==> src/pkg/lit_pkg.sv <==
// Package: constants for the legacy interval timer block
package lit_pkg;
	localparam logic [7:0] LIT_PORT_CNT0 = 8'h40;
	localparam logic [7:0] LIT_PORT_CNT1 = 8'h41;
	localparam logic [7:0] LIT_PORT_CNT2 = 8'h42;
	localparam logic [7:0] LIT_PORT_CTRL = 8'h43;
	localparam logic [7:0] LIT_PORT_SPKR = 8'h61;
	// Control word fields
	localparam int LIT_CW_SEL_HI = 7;
	localparam int LIT_CW_SEL_LO = 6;
	localparam int LIT_CW_RW_HI = 5;
	localparam int LIT_CW_RW_LO = 4;
	localparam int LIT_CW_MODE_HI = 3;
	localparam int LIT_CW_MODE_LO = 1;
	localparam int LIT_CW_BCD = 0;
	// Read-back command fields
	localparam int LIT_RB_NCOUNT = 5;
	localparam int LIT_RB_NSTAT = 4;
	localparam logic [1:0] LIT_SEL_READBACK = 2'h3;
	localparam logic [1:0] LIT_RW_LATCH = 2'h0;
	localparam logic [1:0] LIT_RW_LSB = 2'h1;
	localparam logic [1:0] LIT_RW_MSB = 2'h2;
	localparam logic [1:0] LIT_RW_BOTH = 2'h3;
	// Port 61h bits
	localparam int LIT_SPK_GATE = 0;
	localparam int LIT_SPK_EN = 1;
	localparam int LIT_SPK_OUT2 = 5;
	localparam int LIT_SPK_OUT1 = 4;
	localparam logic [7:0] LIT_SPK_RESET = 8'h00;
	// System clock 40 MHz, counter tick 1.193 MHz (838 ns)
	localparam real LIT_SYS_MHZ = 40.0;
	localparam real LIT_TICK_NS = 838.0;
	localparam int LIT_TICK_CYC = int'(LIT_TICK_NS * LIT_SYS_MHZ / 1000.0);
	localparam logic [5:0] LIT_TICK_LAST = 6'(LIT_TICK_CYC - 1);
	localparam logic [2:0] LIT_MODE_RESET = 3'h0;
	localparam logic [15:0] LIT_COUNT_RESET = 16'h0000;
	typedef enum logic [1:0] {LIT_RD_LSB, LIT_RD_MSB} lit_rdph_t;
endpackage

==> src/rtl/lit_counter.sv <==
// One 16-bit programmable down counter with six modes
`timescale 1ns/1ps
module lit_counter
	import lit_pkg::*;
(
	input wire logic i_clock,
	input wire logic i_rst_n,
	input wire logic i_tick,
	input wire logic i_gate,
	input wire logic i_prog,
	input wire logic [2:0] i_mode,
	input wire logic i_bcd,
	input wire logic i_load,
	input wire logic [15:0] i_count,
	output logic [15:0] o_count,
	output logic o_out,
	output logic o_null
);
	logic [15:0] init_q;
	logic armed_q;
	logic run_q;
	logic gate_q;
	logic [15:0] dec_v;
	logic [15:0] dec2_v;
	logic expire;
	logic one_shot;
	logic trig;
	logic start;

	// Decrement in binary or four-digit BCD
	function automatic logic [15:0] dec1(input logic [15:0] v, input logic bcd);
		logic [15:0] r;
		r = v - 16'h0001;
		if (bcd) begin
			r = v;
			for (int i = 0; i < 4; i++) begin
				if (r[i*4 +: 4] != 4'h0) begin
					r[i*4 +: 4] = r[i*4 +: 4] - 4'h1;
					break;
				end
				r[i*4 +: 4] = 4'h9;
			end
		end
		return r;
	endfunction

	assign dec_v = dec1(o_count, i_bcd);
	assign dec2_v = dec1(dec1({o_count[15:1], 1'b0}, i_bcd), i_bcd);
	assign expire = (i_mode[1:0] == 2'h2) ? (o_count == 16'h0002) : (o_count == 16'h0001);
	assign one_shot = (i_mode == 3'h1) || (i_mode == 3'h5);
	assign trig = one_shot && i_gate && !gate_q;
	// Modes 1 and 5 restart on every gate rise once a count has been taken
	assign start = (armed_q && !one_shot) || ((armed_q || run_q) && trig);

	always_ff @(posedge i_clock or negedge i_rst_n) begin
		if (!i_rst_n) begin
			// Reset high so a gate already high is not seen as a trigger
			gate_q <= 1'b1;
		end else if (i_tick) begin
			gate_q <= i_gate;
		end
	end

	// Count lands on the tick after the write, in modes 1 and 5 on the tick after a gate rise, as the hardware does
	always_ff @(posedge i_clock or negedge i_rst_n) begin
		if (!i_rst_n) begin
			init_q <= LIT_COUNT_RESET;
			armed_q <= 1'b0;
			o_null <= 1'b0;
		end else if (i_load) begin
			init_q <= i_count;
			armed_q <= 1'b1;
			o_null <= 1'b1;
		end else if (i_prog) begin
			armed_q <= 1'b0;
			o_null <= 1'b1;
		end else if (i_tick && start) begin
			armed_q <= 1'b0;
			o_null <= 1'b0;
		end
	end

	always_ff @(posedge i_clock or negedge i_rst_n) begin
		if (!i_rst_n) begin
			o_count <= LIT_COUNT_RESET;
			run_q <= 1'b0;
			o_out <= 1'b0;
		end else if (i_prog) begin
			run_q <= 1'b0;
			o_out <= (i_mode[1:0] == 2'h0 && !i_mode[2]) || (i_mode == 3'h1) ? 1'b0 : 1'b1;
		end else if (i_tick) begin
			if (start) begin
				o_count <= (i_mode[1:0] == 2'h3) ? {init_q[15:1], 1'b0} : init_q;
				run_q <= 1'b1;
				if (i_mode[1:0] == 2'h3) begin
					o_out <= 1'b1;
				end
				if (i_mode == 3'h0) begin
					o_out <= 1'b0;
				end
				if (i_mode == 3'h1) begin
					o_out <= 1'b0;
				end
			end else if (run_q && (i_gate || i_mode == 3'h1 || i_mode == 3'h5)) begin
				case (i_mode[1:0])
					2'h3: begin
						if (o_count == 16'h0002 || o_count == 16'h0000 && init_q == 16'h0000) begin
							o_out <= !o_out;
							o_count <= {init_q[15:1], 1'b0};
						end else begin
							o_count <= dec2_v;
						end
					end
					2'h2: begin
						if (expire) begin
							o_out <= 1'b0;
							o_count <= dec_v;
						end else if (o_count == 16'h0001) begin
							o_out <= 1'b1;
							o_count <= init_q;
						end else begin
							o_out <= 1'b1;
							o_count <= dec_v;
						end
					end
					default: begin
						o_count <= dec_v;
						if (i_mode == 3'h0) begin
							if (expire) begin
								o_out <= 1'b1;
							end
						end else if (i_mode == 3'h1) begin
							o_out <= expire;
						end else begin
							o_out <= !expire;
						end
					end
				endcase
			end
		end
	end
endmodule

==> src/rtl/lit_timer.sv <==
// Three-counter interval timer with control port and speaker control port
`timescale 1ns/1ps
module lit_timer
	import lit_pkg::*;
(
	input wire logic i_clock,
	input wire logic i_rst_n,
	input wire logic i_io_wr,
	input wire logic i_io_rd,
	input wire logic [7:0] i_io_addr,
	input wire logic [7:0] i_io_wdata,
	output logic [7:0] o_io_rdata,
	output logic o_system_timer_irq,
	output logic o_refresh_req,
	output logic o_speaker
);
	logic [5:0] div_q;
	logic tick_q;
	logic [7:0] spk_q;
	logic [1:0] rw_q [3];
	logic [2:0] mode_q [3];
	logic bcd_q [3];
	logic wr_msb_q [3];
	logic [7:0] lsb_q [3];
	logic rd_msb_q [3];
	logic cl_q [3];
	logic sl_q [3];
	logic [15:0] latch_q [3];
	logic [7:0] stat_q [3];
	logic prog [3];
	logic load [3];
	logic [15:0] load_val [3];
	logic [15:0] cnt [3];
	logic outs [3];
	logic nulls [3];
	logic ctrl_wr;
	logic [1:0] sel;
	logic cnt_sel;
	logic [1:0] ca;
	logic [7:0] rd_v;

	// Codes 6 and 7 are aliases of the rate and square wave modes
	function automatic logic [2:0] cw_mode(input logic [7:0] w);
		return w[2] ? {1'b0, w[2:1]} : w[LIT_CW_MODE_HI:LIT_CW_MODE_LO];
	endfunction

	// Integer tick close to 1.193 MHz; exact 14.31818/12 needs a fractional divider
	always_ff @(posedge i_clock or negedge i_rst_n) begin
		if (!i_rst_n) begin
			div_q <= 6'h00;
			tick_q <= 1'b0;
		end else begin
			tick_q <= (div_q == LIT_TICK_LAST);
			div_q <= (div_q == LIT_TICK_LAST) ? 6'h00 : div_q + 6'h01;
		end
	end

	assign ctrl_wr = i_io_wr && i_io_addr == LIT_PORT_CTRL;
	assign sel = i_io_wdata[LIT_CW_SEL_HI:LIT_CW_SEL_LO];
	assign cnt_sel = i_io_addr[7:2] == LIT_PORT_CNT0[7:2] && i_io_addr[1:0] != 2'h3;
	assign ca = i_io_addr[1:0];

	for (genvar c = 0; c < 3; c++) begin : g_cnt
		logic is_wr;
		logic is_rd;
		logic cw_hit;
		logic rb_hit;
		assign is_wr = i_io_wr && cnt_sel && ca == 2'(c);
		assign is_rd = i_io_rd && cnt_sel && ca == 2'(c);
		assign cw_hit = ctrl_wr && sel == 2'(c);
		assign rb_hit = ctrl_wr && sel == LIT_SEL_READBACK && i_io_wdata[c + 1];
		assign prog[c] = cw_hit && i_io_wdata[LIT_CW_RW_HI:LIT_CW_RW_LO] != LIT_RW_LATCH;
		// Load fires when the last byte of the format arrives
		assign load[c] = is_wr && (rw_q[c] != LIT_RW_BOTH || wr_msb_q[c]);
		always_comb begin
			case (rw_q[c])
				LIT_RW_LSB: load_val[c] = {8'h00, i_io_wdata};
				LIT_RW_MSB: load_val[c] = {i_io_wdata, 8'h00};
				default: load_val[c] = {i_io_wdata, lsb_q[c]};
			endcase
		end

		// Control word updates mode; a count write leaves it alone
		always_ff @(posedge i_clock or negedge i_rst_n) begin
			if (!i_rst_n) begin
				rw_q[c] <= LIT_RW_LSB;
				mode_q[c] <= LIT_MODE_RESET;
				bcd_q[c] <= 1'b0;
			end else if (prog[c]) begin
				rw_q[c] <= i_io_wdata[LIT_CW_RW_HI:LIT_CW_RW_LO];
				mode_q[c] <= cw_mode(i_io_wdata);
				bcd_q[c] <= i_io_wdata[LIT_CW_BCD];
			end
		end

		always_ff @(posedge i_clock or negedge i_rst_n) begin
			if (!i_rst_n) begin
				wr_msb_q[c] <= 1'b0;
				lsb_q[c] <= 8'h00;
			end else if (prog[c]) begin
				wr_msb_q[c] <= 1'b0;
			end else if (is_wr && rw_q[c] == LIT_RW_BOTH) begin
				wr_msb_q[c] <= !wr_msb_q[c];
				if (!wr_msb_q[c]) begin
					lsb_q[c] <= i_io_wdata;
				end
			end
		end

		// Count latch: first latch wins until fully read
		always_ff @(posedge i_clock or negedge i_rst_n) begin
			if (!i_rst_n) begin
				cl_q[c] <= 1'b0;
				latch_q[c] <= LIT_COUNT_RESET;
			end else if (prog[c]) begin
				cl_q[c] <= 1'b0;
			end else if (((cw_hit && i_io_wdata[LIT_CW_RW_HI:LIT_CW_RW_LO] == LIT_RW_LATCH)
				|| (rb_hit && !i_io_wdata[LIT_RB_NCOUNT])) && !cl_q[c]) begin
				cl_q[c] <= 1'b1;
				latch_q[c] <= cnt[c];
			end else if (is_rd && !sl_q[c] && (rw_q[c] != LIT_RW_BOTH || rd_msb_q[c])) begin
				cl_q[c] <= 1'b0;
			end
		end

		always_ff @(posedge i_clock or negedge i_rst_n) begin
			if (!i_rst_n) begin
				sl_q[c] <= 1'b0;
				stat_q[c] <= 8'h00;
			end else if (prog[c]) begin
				sl_q[c] <= 1'b0;
			end else if (rb_hit && !i_io_wdata[LIT_RB_NSTAT] && !sl_q[c]) begin
				sl_q[c] <= 1'b1;
				stat_q[c] <= {outs[c], nulls[c], rw_q[c], mode_q[c], bcd_q[c]};
			end else if (is_rd) begin
				sl_q[c] <= 1'b0;
			end
		end

		always_ff @(posedge i_clock or negedge i_rst_n) begin
			if (!i_rst_n) begin
				rd_msb_q[c] <= 1'b0;
			end else if (prog[c]) begin
				rd_msb_q[c] <= 1'b0;
			end else if (is_rd && !sl_q[c] && rw_q[c] == LIT_RW_BOTH) begin
				rd_msb_q[c] <= !rd_msb_q[c];
			end
		end

		lit_counter u_cnt (
			.i_clock(i_clock),
			.i_rst_n(i_rst_n),
			.i_tick(tick_q),
			.i_gate(c == 2 ? spk_q[LIT_SPK_GATE] : 1'b1),
			.i_prog(prog[c]),
			.i_mode(prog[c] ? cw_mode(i_io_wdata) : mode_q[c]),
			.i_bcd(bcd_q[c]),
			.i_load(load[c]),
			.i_count(load_val[c]),
			.o_count(cnt[c]),
			.o_out(outs[c]),
			.o_null(nulls[c])
		);
	end

	// Read mux: status, then latched count, then live count
	always_comb begin
		logic [15:0] v;
		v = 16'h0000;
		rd_v = 8'h00;
		if (cnt_sel) begin
			v = cl_q[ca] ? latch_q[ca] : cnt[ca];
			if (sl_q[ca]) begin
				rd_v = stat_q[ca];
			end else if (rw_q[ca] == LIT_RW_MSB || (rw_q[ca] == LIT_RW_BOTH && rd_msb_q[ca])) begin
				rd_v = v[15:8];
			end else begin
				rd_v = v[7:0];
			end
		end else if (i_io_addr == LIT_PORT_SPKR) begin
			rd_v = {2'b00, outs[2], outs[1], 2'b00, spk_q[1:0]};
		end
	end

	always_ff @(posedge i_clock or negedge i_rst_n) begin
		if (!i_rst_n) begin
			o_io_rdata <= 8'h00;
		end else if (i_io_rd) begin
			o_io_rdata <= rd_v;
		end
	end

	always_ff @(posedge i_clock or negedge i_rst_n) begin
		if (!i_rst_n) begin
			spk_q <= LIT_SPK_RESET;
		end else if (i_io_wr && i_io_addr == LIT_PORT_SPKR) begin
			spk_q <= i_io_wdata;
		end
	end

	always_ff @(posedge i_clock or negedge i_rst_n) begin
		if (!i_rst_n) begin
			o_system_timer_irq <= 1'b0;
			o_refresh_req <= 1'b0;
			o_speaker <= 1'b0;
		end else begin
			o_system_timer_irq <= outs[0];
			o_refresh_req <= outs[1];
			o_speaker <= outs[2] && spk_q[LIT_SPK_EN];
		end
	end
endmodule

==> config.mk <==
export PLATFORM = sky130hd
export DESIGN_NAME = lit_timer
export DESIGN_NICKNAME = d
export VERILOG_FILES = /design/src/pkg/lit_pkg.sv /design/src/rtl/lit_counter.sv /design/src/rtl/lit_timer.sv
export SDC_FILE = /design/constraint.sdc
export NUM_CORES = 1
export LEC_CHECK = 0
export BUFFER_PORTS_ARGS = -buffer_cell sky130_fd_sc_hd__buf_2
export CAP_MARGIN = 20
export CORE_MARGIN = 2
export CORE_UTILIZATION = 60
export DETAILED_ROUTE_END_ITERATION = 10
export PLACE_DENSITY = 0.77
export SETUP_SLACK_MARGIN = 0.15
export SYNTH_ARGS = -nofsm -noshare
export SYNTH_HDL_FRONTEND = slang
export SYNTH_SLANG_ARGS = --single-unit
==> constraint.sdc <==
create_clock -name i_clock -period 3.4 [get_ports i_clock]
set_clock_uncertainty 0.15 [all_clocks]
set_input_delay 0.51 -clock i_clock [delete_from_list [all_inputs] [get_ports i_clock]]
set_output_delay 0.51 -clock i_clock [all_outputs]
set_load 0.005 [all_outputs]
After elaboration in Yosys (flattened, before gate mapping)
Cells that the tools add are included.
{"block": "word_totals", "in_bits": 20, "wordCells": 729, "register_bits": 255, "output_inout_bits": 11}
{"block": "op_classes", "n_reduce_logical": 207, "n_lt_le_gt_ge": 1, "eq_ne": 51, "bitwise": 7, "n_mux": 370, "addsub": 37}
{"operator": "16-bit 2-to-1 mux", "n": 29}
{"operator": "4-bit 2-to-1 mux", "n": 72}
{"operator": "1-bit 2-to-1 mux", "n": 222}
{"operator": "16-bit one-hot mux with 2 select lines", "n": 6}
{"operator": "16-bit by 1-bit subtractor with 16-bit output (second input constant)", "n": 9}
{"operator": "8-bit 2-to-1 mux", "n": 14}
{"operator": "12-bit 2-to-1 mux", "n": 9}
{"operator": "4-bit by 1-bit subtractor with 4-bit output (second input constant)", "n": 27}
{"operator": "16-bit zero test", "n": 6}
{"operator": "4-bit nonzero test", "n": 24}
{"operator": "1-bit logical AND", "n": 69}
{"operator": "16-bit binary-select mux with 2-bit select", "n": 2}
{"operator": "16-bit by 1-bit == test with 1-bit output (second input constant)", "n": 3}
{"operator": "16-bit by 2-bit == test with 1-bit output (second input constant)", "n": 3}
{"operator": "3-bit nonzero test", "n": 15}
{"operator": "2-bit == test (second input constant)", "n": 17}
{"operator": "2-bit nonzero test", "n": 16}
{"operator": "1-bit zero test", "n": 27}
{"operator": "1-bit logical OR", "n": 23}
{"operator": "6-bit by 1-bit inequality test with 1-bit output (second input constant)", "n": 3}
{"operator": "2-bit AND reduction", "n": 9}
{"operator": "3-bit AND reduction", "n": 6}
{"operator": "8-bit binary-select mux with 2-bit select", "n": 1}
{"operator": "8-bit by 7-bit == test with 1-bit output (second input constant)", "n": 2}
{"operator": "21 further kinds", "n": 59}

Longest topological paths before layout
Gate-level depths: netlist of the first run.
{"block": "logic_depth", "word_depth": 38, "ltp_mapped": 12, "mapped_depth_nobuf": 11}

Cells and area by module
From an unflattened synthesis of the first run, not the netlist that was laid out.
{"block": "unflattened", "hier_cells": 1772, "area_unflattened_um2": 16728.5}
{"mod": "lit_counter", "instances": 3, "seq_area_each_um2": 927.1, "cells_per_inst": 349, "area_each_um2": 2995.4}
{"mod": "lit_timer", "instances": 1, "seq_area_each_um2": 3657.3, "cells_per_inst": 725, "area_each_um2": 7742.4}

Least setup slack after synthesis of the first run
Ideal clock, no wire load.
{"block": "synth_path", "kind": "register to register", "startpoint": "register g_cnt[0].u_cnt.o_count[0]", "endpoint": "register g_cnt[0].u_cnt.o_count[12]", "synth_period_minus_slack_ns": 2.878, "required_time_ns": 3.130, "arrival_time_ns": 2.607, "n_path_buf": 1, "setup_time_ns": 0.120, "path_slack_ns": 0.522, "path_stages_with_launch": 12, "path_cell_list": "dfrtp_1 inv_1 ha_1 nor3b_4 nand4_4 or4_4 and2_4 buf_6 nor2b_4 a211o_1 a32oi_1 nor2_1"}
{"block": "synth_between", "elab_chain_cells": 10, "word_cells_on_any_way": 18, "cone_classes": "add/sub: 1; eq/ne: 2; mux: 11; reduce/logical: 4"}
{"item": "start, declared", "line": "lit_counter.sv:15", "source": "output logic [15:0] o_count,"}
{"item": "start signal, assigned", "line": "lit_counter.sv:93", "source": "o_count <= (i_mode[1:0] == 2'h3) ? {init_q[15:1], 1'b0} : init_q;"}
{"item": "start signal, assigned", "line": "lit_counter.sv:109", "source": "o_count <= {init_q[15:1], 1'b0};"}
{"item": "start signal, assigned", "line": "lit_counter.sv:111", "source": "o_count <= dec2_v;"}
{"item": "parallel branches: the longest is 7 deep, another holds 16-bit by 1-bit subtractor with 16-bit output"}
{"item": "16-bit one-hot mux with 2 select lines (*)", "line": "lit_counter.sv:105", "source": "case (i_mode[1:0])"}
{"item": "16-bit 2-to-1 mux (*)", "line": "lit_counter.sv:104", "source": "end else if (run_q && (i_gate || i_mode == 3'h1 || i_mode == 3'h5)) begin"}
{"item": "16-bit 2-to-1 mux (*)", "line": "lit_counter.sv:92", "source": "if (start) begin"}
Mark *: on every way between the ends. The select of a mux whose other input is x is not followed.
A chain may end at the register's enable or synchronous reset.

Worst setup path in the final report of the first run
{"block": "layout_path", "startpoint": "register g_cnt[2].u_cnt.o_count[2]", "endpoint": "register g_cnt[2].u_cnt.o_count[11]"}
{"block": "layout_between", "elab_chain_cells": 18, "word_cells_on_any_way": 46, "cone_classes": "add/sub: 5; eq/ne: 2; mux: 31; reduce/logical: 8"}
{"item": "start, declared", "line": "lit_counter.sv:15"}
{"item": "start signal, assigned", "line": "lit_counter.sv:93"}
{"item": "start signal, assigned", "line": "lit_counter.sv:109"}
{"item": "start signal, assigned", "line": "lit_counter.sv:111"}
{"item": "parallel branches: the longest is 15 deep, another holds 16-bit by 1-bit subtractor with 16-bit output"}
{"item": "16-bit one-hot mux with 2 select lines (*)", "line": "lit_counter.sv:105"}
{"item": "16-bit 2-to-1 mux (*)", "line": "lit_counter.sv:104"}
{"item": "16-bit 2-to-1 mux (*)", "line": "lit_counter.sv:92"}
Marks and branches as above.

==> impl_metrics.yaml, run 1 <==
outcome:
  status: "finished, final reports clean"
drt:
  drtIter0Drc: 1918
  dr.pass1.iters: 6
  drc: 0
  wire_per_inst_um: 22.76
  vias_per_cell: 6.722
  m1WireLength_mm: 21.76
  vias: 15230
  drt_wl_total_mm: 51.59
  routed.top_layer: "met4"
  routed-wl-met2_mm: 23.14
  postRouteAntennaNets: 0
  wl_met3_mm: 4.703
critical_path:
  required_ps: 3690
  max_stage_delay_ps: 540
  critPathArrivalTime_ps: 3310
  cp-end-kind: "flop"
  crit_top_cell: "ha_1"
  crit_chain: "inv_1 > ha_1 > ha_1 > nand2_1 > o21a_1 > nor3_1 > xnor2_1 > mux2i_1 > o22ai_1 > a221oi_1 > a21oi_1"
  r2r_slack_ps: 380
  r2r-start: "g_cnt[2].u_cnt.o_count[2]$_DFFE_PN0P_"
  cp-start-kind: "flop"
  critPathMaxFanout: 12
  critical_path_class: "flop to flop"
  cp_slowest_cell: "dfrtp_1"
  worstSetupStartpoint: "g_cnt[2].u_cnt.o_count[2]$_DFFE_PN0P_"
synthesis:
  syn_nets: 1918
  synth_seq_cells: 255
  netlist_instances: 1872
  syn_area_um2: 16210
  synthFlopType: "dfrtp_1"
  avgSynthCellArea_um2: 8.658
  yosys_warnings: 0
  yosysSeqAreaShare: 0.3940
  synth_cell_types: 103
  async_flop_share: 1.000
  synth_edf_count: 0
grt:
  grt_antenna_before_repair: 0
  overflow: 0
  grt_pass1_wl_mm: 81.59
  grt_pass1_vias: 14430
  grt_usage: 0.3649
  grt_max_degree: 92
flow_run:
  max_cap_violations: 0
timing:
  hold_viol: 0
  final.setup.tns_ps: 0
  finalCriticalPeriod_ps: 3016
  setup_violations: 0
  post-route-period-util: 0.8870
  slew_violations: 0
  worstMarginPinSlew_ps: 730.6
  rsz0062_at_grt: "false"
  fmax_mhz: 331.6
  relSlewSlack: 0.5130
place:
  placedCellCount: 2213
  place_congestion: 0.9496
  port_buffers: 30
  place_hpwl_mm: 37.09
hold_path:
  hold_start: "i_io_wdata[2]"
  hold_class: "input pin to flop"
clocking:
  post_cts_buffers: 0
  clk_path_buf_depth: 3
  cts_buffers: 28
  cts-root-buf: "clkbuf_16"
  cts_tree: "built"
  clk_latency_ps: 570
  cts.sinks: 255
  clk_pin_slew_ps: 70
  h-tree-depth: 1
floorplan:
  die_w_um: 168.4
  row_count: 60
  start_util: 0.6065
  die_y_um: 168.4
  dieArea_um2: 28340
  io_pins: 31
  coreArea_um2: 26730
pwr:
  p_seq_frac: 0.434
  powerDensity_nw_per_um2: 400.3
  ir_drop_mv: 0.4449
  p_leak_uw: 0.008105
  netSwitchingFraction: 0.2487
  pwr-share-comb: 0.084
  internal_power_uw: 5448
  clkPwrFrac: 0.481
  switchingPower_uw: 1804
cells_and_area:
  layout.nets: 1949
  area_growth_pct: 11.76
  diodes: 0
  drive_gt1_frac: 0.1813
  stdcell_count: 2266
  fillCellCount: 2088
==> layout make-up <==
class / instances / area [um^2] / area share
Clock buffer: 36 / 780.7 / 0.04310
Clock inverter: 16 / 286.5 / 0.01582
Inverter: 57 / 214.0 / 0.01181
Multi-Input combinational cell: 1418 / 8946 / 0.4939
Sequential cell: 255 / 6386 / 0.3526
Tap cell: 341 / 426.7 / 0.02355
Timing Repair Buffer: 143 / 1074 / 0.05927
==> flip-flops by register name (all words and copies together) (netlist names), 6 cells and up <==
register / cells
stat_q: 24
g_cnt.u_cnt.o_count: 48
lsb_q: 24
g_cnt.u_cnt.init_q: 48
o_io_rdata: 8
rw_q: 6
div_q: 6
latch_q: 48
mode_q: 9
==> cell usage after synthesis (11+ instances only) <==
cell | number | share of area
nand2_1 | 261 | 0.060
dfrtp_1 | 251 | 0.39
nor2_1 | 150 | 0.035
o21ai_0 | 144 | 0.044
a21oi_1 | 129 | 0.040
clkbuf_1 | 99 | 0.023
mux2_2 | 87 | 0.060
nand3_1 | 73 | 0.023
mux2i_1 | 65 | 0.040
inv_1 | 57 | 0.013
o211ai_1 | 41 | 0.019
nor3_1 | 38 | 0.012
o22ai_1 | 32 | 0.012
a22oi_1 | 28 | 0.013
ha_1 | 26 | 0.020
nor4_1 | 22 | 0.0085
nand2b_1 | 20 | 0.0077
a31oi_1 | 18 | 0.0069
buf_2 | 18 | 0.0056
nor2b_1 | 18 | 0.0069
a211oi_1 | 13 | 0.0060
xnor2_1 | 13 | 0.0070
a221oi_1 | 11 | 0.0059
o221ai_1 | 11 | 0.0059
==> cell usage in the layout, fill, tap and decap left out, drive strengths merged, types with 19 or more instances in the layout <==
cell	netlist	routed
a21oi	130	130
dfrtp	251	251
inv	57	57
mux2i	65	65
a22oi	28	28
nand2	263	263
o211ai	43	43
buf	37	142
ha	26	26
nor4	24	24
nand3	75	75
o21ai	155	155
nor2	153	153
mux2	87	87
nor3	45	45
o22ai	34	34
clkbuf	104	36
nand2b	20	20
nor2b	19	19
==> through the flow <==
step | total power, uW | setup WS, ps | area (um^2) | util | hold slack [ps]
final | 7252 | 384.3 | 18110 | 0.6778 | 198.5
after global routing | 7444 | 187.5 | 18110 | 0.6778 | 202.8
after CTS | 7250 | 334.8 | 18110 | 0.6776 | 170.5
after detailed placement | 3794 | 52.43 | 17030 | 0.6373 | 320.3
after global placement | 3785 | 81.59 | 17030 | 0.6373 | 311.2
after floorplan | 3524 | 522.5 | 16210 | - | 64.41
==> routing by layer <==
metal	vias to the layer above	global-route usage
met3	148	0.04607
met4	0	0.1297
met5	-	0
li1	6809	-
met1	7433	0.5245
met2	841	0.5720
==> cells by family (layout without fill, tap and decap cells) <==
group | count (synthesis) | in the layout | synth area share
simple gates | 692 | 692 | 0.2107
compound gates | 526 | 526 | 0.2080
flops | 255 | 255 | 0.3940
buf+inv | 199 | 252 | 0.05481
mux | 152 | 152 | 0.1006
fa+ha+maj | 26 | 26 | 0.02007
xor+xnor | 22 | 22 | 0.01189
==> worst paths after layout <==
| path | end | cells past startpoint |
|---|---|---|
| worst max register to register | g_cnt[2].u_cnt.o_count[11]$_DFFE_PN0P_ | 11 |
| min in group asynchronous | div_q[4]$_DFF_PN0_ | 2 |
| worst max-delay path | g_cnt[2].u_cnt.o_count[11]$_DFFE_PN0P_ | 11 |
| worst min-delay path | g_cnt[0].u_cnt.init_q[10]$_DFFE_PN0P_ | 3 |
| max in group asynchronous | g_cnt[2].u_cnt.o_count[12]$_DFFE_PN0P_ | 3 |
| worst min register to register | latch_q[33]$_DFFE_PN0P_ | 2 |
==> critical path: cells and delay by family (launching register included) <==
kind	cells	cell delay [ps]
compound gates	4	620
xor+xnor	1	90
fa+ha+maj	2	770
buf+inv	1	160
flops	1	540
mux	1	140
simple gates	2	450
==> what timing repair did <==
action | 4_1_cts | 5_1_grt
resized for setup | 0 | 1
setup endpoints to repair | 0 | 2
endpoints found under the hold margin | 84 | 0
hold buffers | 1 | 0
==> power groups by stage <==
stage               Clock, uW  Combinational, uW  Sequential, uW
finish                   3490                611            3150
global route             3630                665            3150
CTS                      3510                597            3150
detailed placement          0                592            3200
global placement            0                584            3200
floorplan                   0                355            3170
(Power assumes the default switching activity.)
==> run 2, diff against run 1 <==
Settings changed: CORE_UTILIZATION 60 to 55, PLACE_DENSITY 0.77 to 0.71.
==> impl_metrics.yaml, run 2 (synthesis gave the netlist of run 1 again) <==
floorplan:
  dieArea_um2: 30860
  row_count: 62
  coreArea_um2: 28860
  io_pins: 31
  die_w_um: 175.7
  start_util: 0.5617
  die_y_um: 175.7
timing:
  holdWs_ps: 166.2
  worstMarginPinSlew_ps: 863.1
  fmax_mhz: 337.1
  setup_violations: 0
  final.setup.tns_ps: 0
  relSlewSlack: 0.4225
  rsz0062_at_grt: "false"
  finalCriticalPeriod_ps: 2967
  slew_violations: 0
  post-route-period-util: 0.8725
  hold_viol: 0
clocking:
  cts_tree: "built"
  clk_path_buf_depth: 3
  clk_latency_ps: 560
  clk_pin_slew_ps: 60
  cts_buffers: 29
  cts-root-buf: "clkbuf_16"
  cts.sinks: 255
  h-tree-depth: 1
critical_path:
  r2r-start: "g_cnt[1].u_cnt.o_count[6]$_DFFE_PN0P_"
  crit_path_end: "g_cnt[1].u_cnt.o_count[4]$_DFFE_PN0P_"
  worstSetupStartpoint: "g_cnt[1].u_cnt.o_count[6]$_DFFE_PN0P_"
  cp-start-kind: "flop"
  critical_path_class: "flop to flop"
  cp-end-kind: "flop"
  critPathArrivalTime_ps: 3260
  required_ps: 3700
  r2r_slack_ps: 430
  reg2reg_depth: 9
  r2r-end: "g_cnt[1].u_cnt.o_count[4]$_DFFE_PN0P_"
  critPathMaxFanout: 15
place:
  place_hpwl_mm: 37.63
  place_congestion: 0.9762
  port_buffers: 30
  placed_area_um2: 17060
grt:
  grt_antenna_before_repair: 2
  grt_pass1_vias: 14270
  grt_usage: 0.3375
  grt_pass1_wl_mm: 81.21
  overflow: 0
  grt_max_degree: 74
outcome:
  status: "finished, final reports clean"
cells_and_area:
  drive_gt1_frac: 0.1797
  stdcell_area_um2: 18020
  final_cell_mix: "nand2_1 (261), dfrtp_1 (251), nor2_1 (150)"
  fillCellCount: 2531
  largest_registers: "g_cnt.u_cnt.init_q x48, g_cnt.u_cnt.o_count x48, latch_q x48"
  final_common_cell: "nand2_1"
  layout.nets: 1948
  area_growth_pct: 11.17
pwr:
  ir_drop_mv: 0.3484
  powerDensity_nw_per_um2: 383.1
  p_leak_uw: 0.008028
  finalPower_uw: 6903
drt:
  vias: 15050
  dr.pass1.iters: 5
  wire_per_inst_um: 22.38
  drtIter0Drc: 1519
  postRouteAntennaNets: 0
  drc: 0
  drt_wl_total_mm: 51.69
  vias_per_cell: 6.516
flow_run:
  max_cap_violations: 0
hold_path:
  hold_class: "input pin to flop"
## run 2: what timing repair did
item                                    CTS  global route
hold buffers                              1             0
buffers inserted                          0             0
endpoints found under the setup margin    0             1
endpoints found under the hold margin    58             0
gates resized for setup                   0             1
## run 2: worst min path at each step
stage,from,endpoint,slack (ps),depth (start not counted)
after floorplan,i_rst_n,bcd_q[0]$_DFFE_PN0P_,60,0
after global placement,latch_q[34]$_DFFE_PN0P_,latch_q[34]$_DFFE_PN0P_,310,2
after detailed placement,latch_q[17]$_DFFE_PN0P_,latch_q[17]$_DFFE_PN0P_,320,2
after CTS,i_io_wdata[6],g_cnt[2].u_cnt.init_q[14]$_DFFE_PN0P_,150,3
after global routing,i_io_wdata[6],g_cnt[2].u_cnt.init_q[14]$_DFFE_PN0P_,190,3
final,i_io_wdata[6],g_cnt[2].u_cnt.init_q[14]$_DFFE_PN0P_,170,3
## run 2: cell type report
class	instances	area, um^2	area share
clock inverter	14	128.9	0.007152
timing repair buffer	141	1046	0.05805
tap	384	480.5	0.02666
sequential	255	6386	0.3544
multi-input combinational	1418	8944	0.4964
clock buffer	40	817.0	0.04534
inverter	57	214.0	0.01187
antenna	1	2.502	0.0001389
## run 2: routing by layer
metal,up-vias,share of wire,global-route usage
met3,155,0.090,0.06970
met1,7330,0.42,0.4626
met5,-,0.00025,0
met2,737,0.44,0.5217
met4,2,0.046,0.1436
li1,6828,-,-
## run 2: worst max-delay path, stage by stage (launching register included)
cell and delay (ps):
dfrtp_1 520, nor4_4 450, nand3_2 170, nor3_2 430
o211ai_1 260, a21oi_2 180, buf_4 230, o22ai_1 160
a32oi_1 220, o21ai_1 80
## run 2: report_power, final
part	switching [uW]	leakage, uW	internal, uW	total (uW)
logic	397	0.00417	201	599
clock network	1320	0.000469	1830	3150
registers	72.3	0.00339	3080	3150
total	1790	0.00803	5110	6900
## run 2: per-stage QoR
| step | instances | setup WS (ps) | utilization |
|---|---|---|---|
| 3_5_place_dp | 2254 | 218.4 | 0.5911 |
| 6_report | 2310 | 433.5 | 0.6244 |
| 4_1_cts | 2309 | 411.0 | 0.6242 |
| 5_1_grt | 2310 | 218.4 | 0.6244 |
| 3_3_place_gp | 2254 | 275.2 | 0.5911 |
| 2_1_floorplan | 1872 | 522.5 | - |
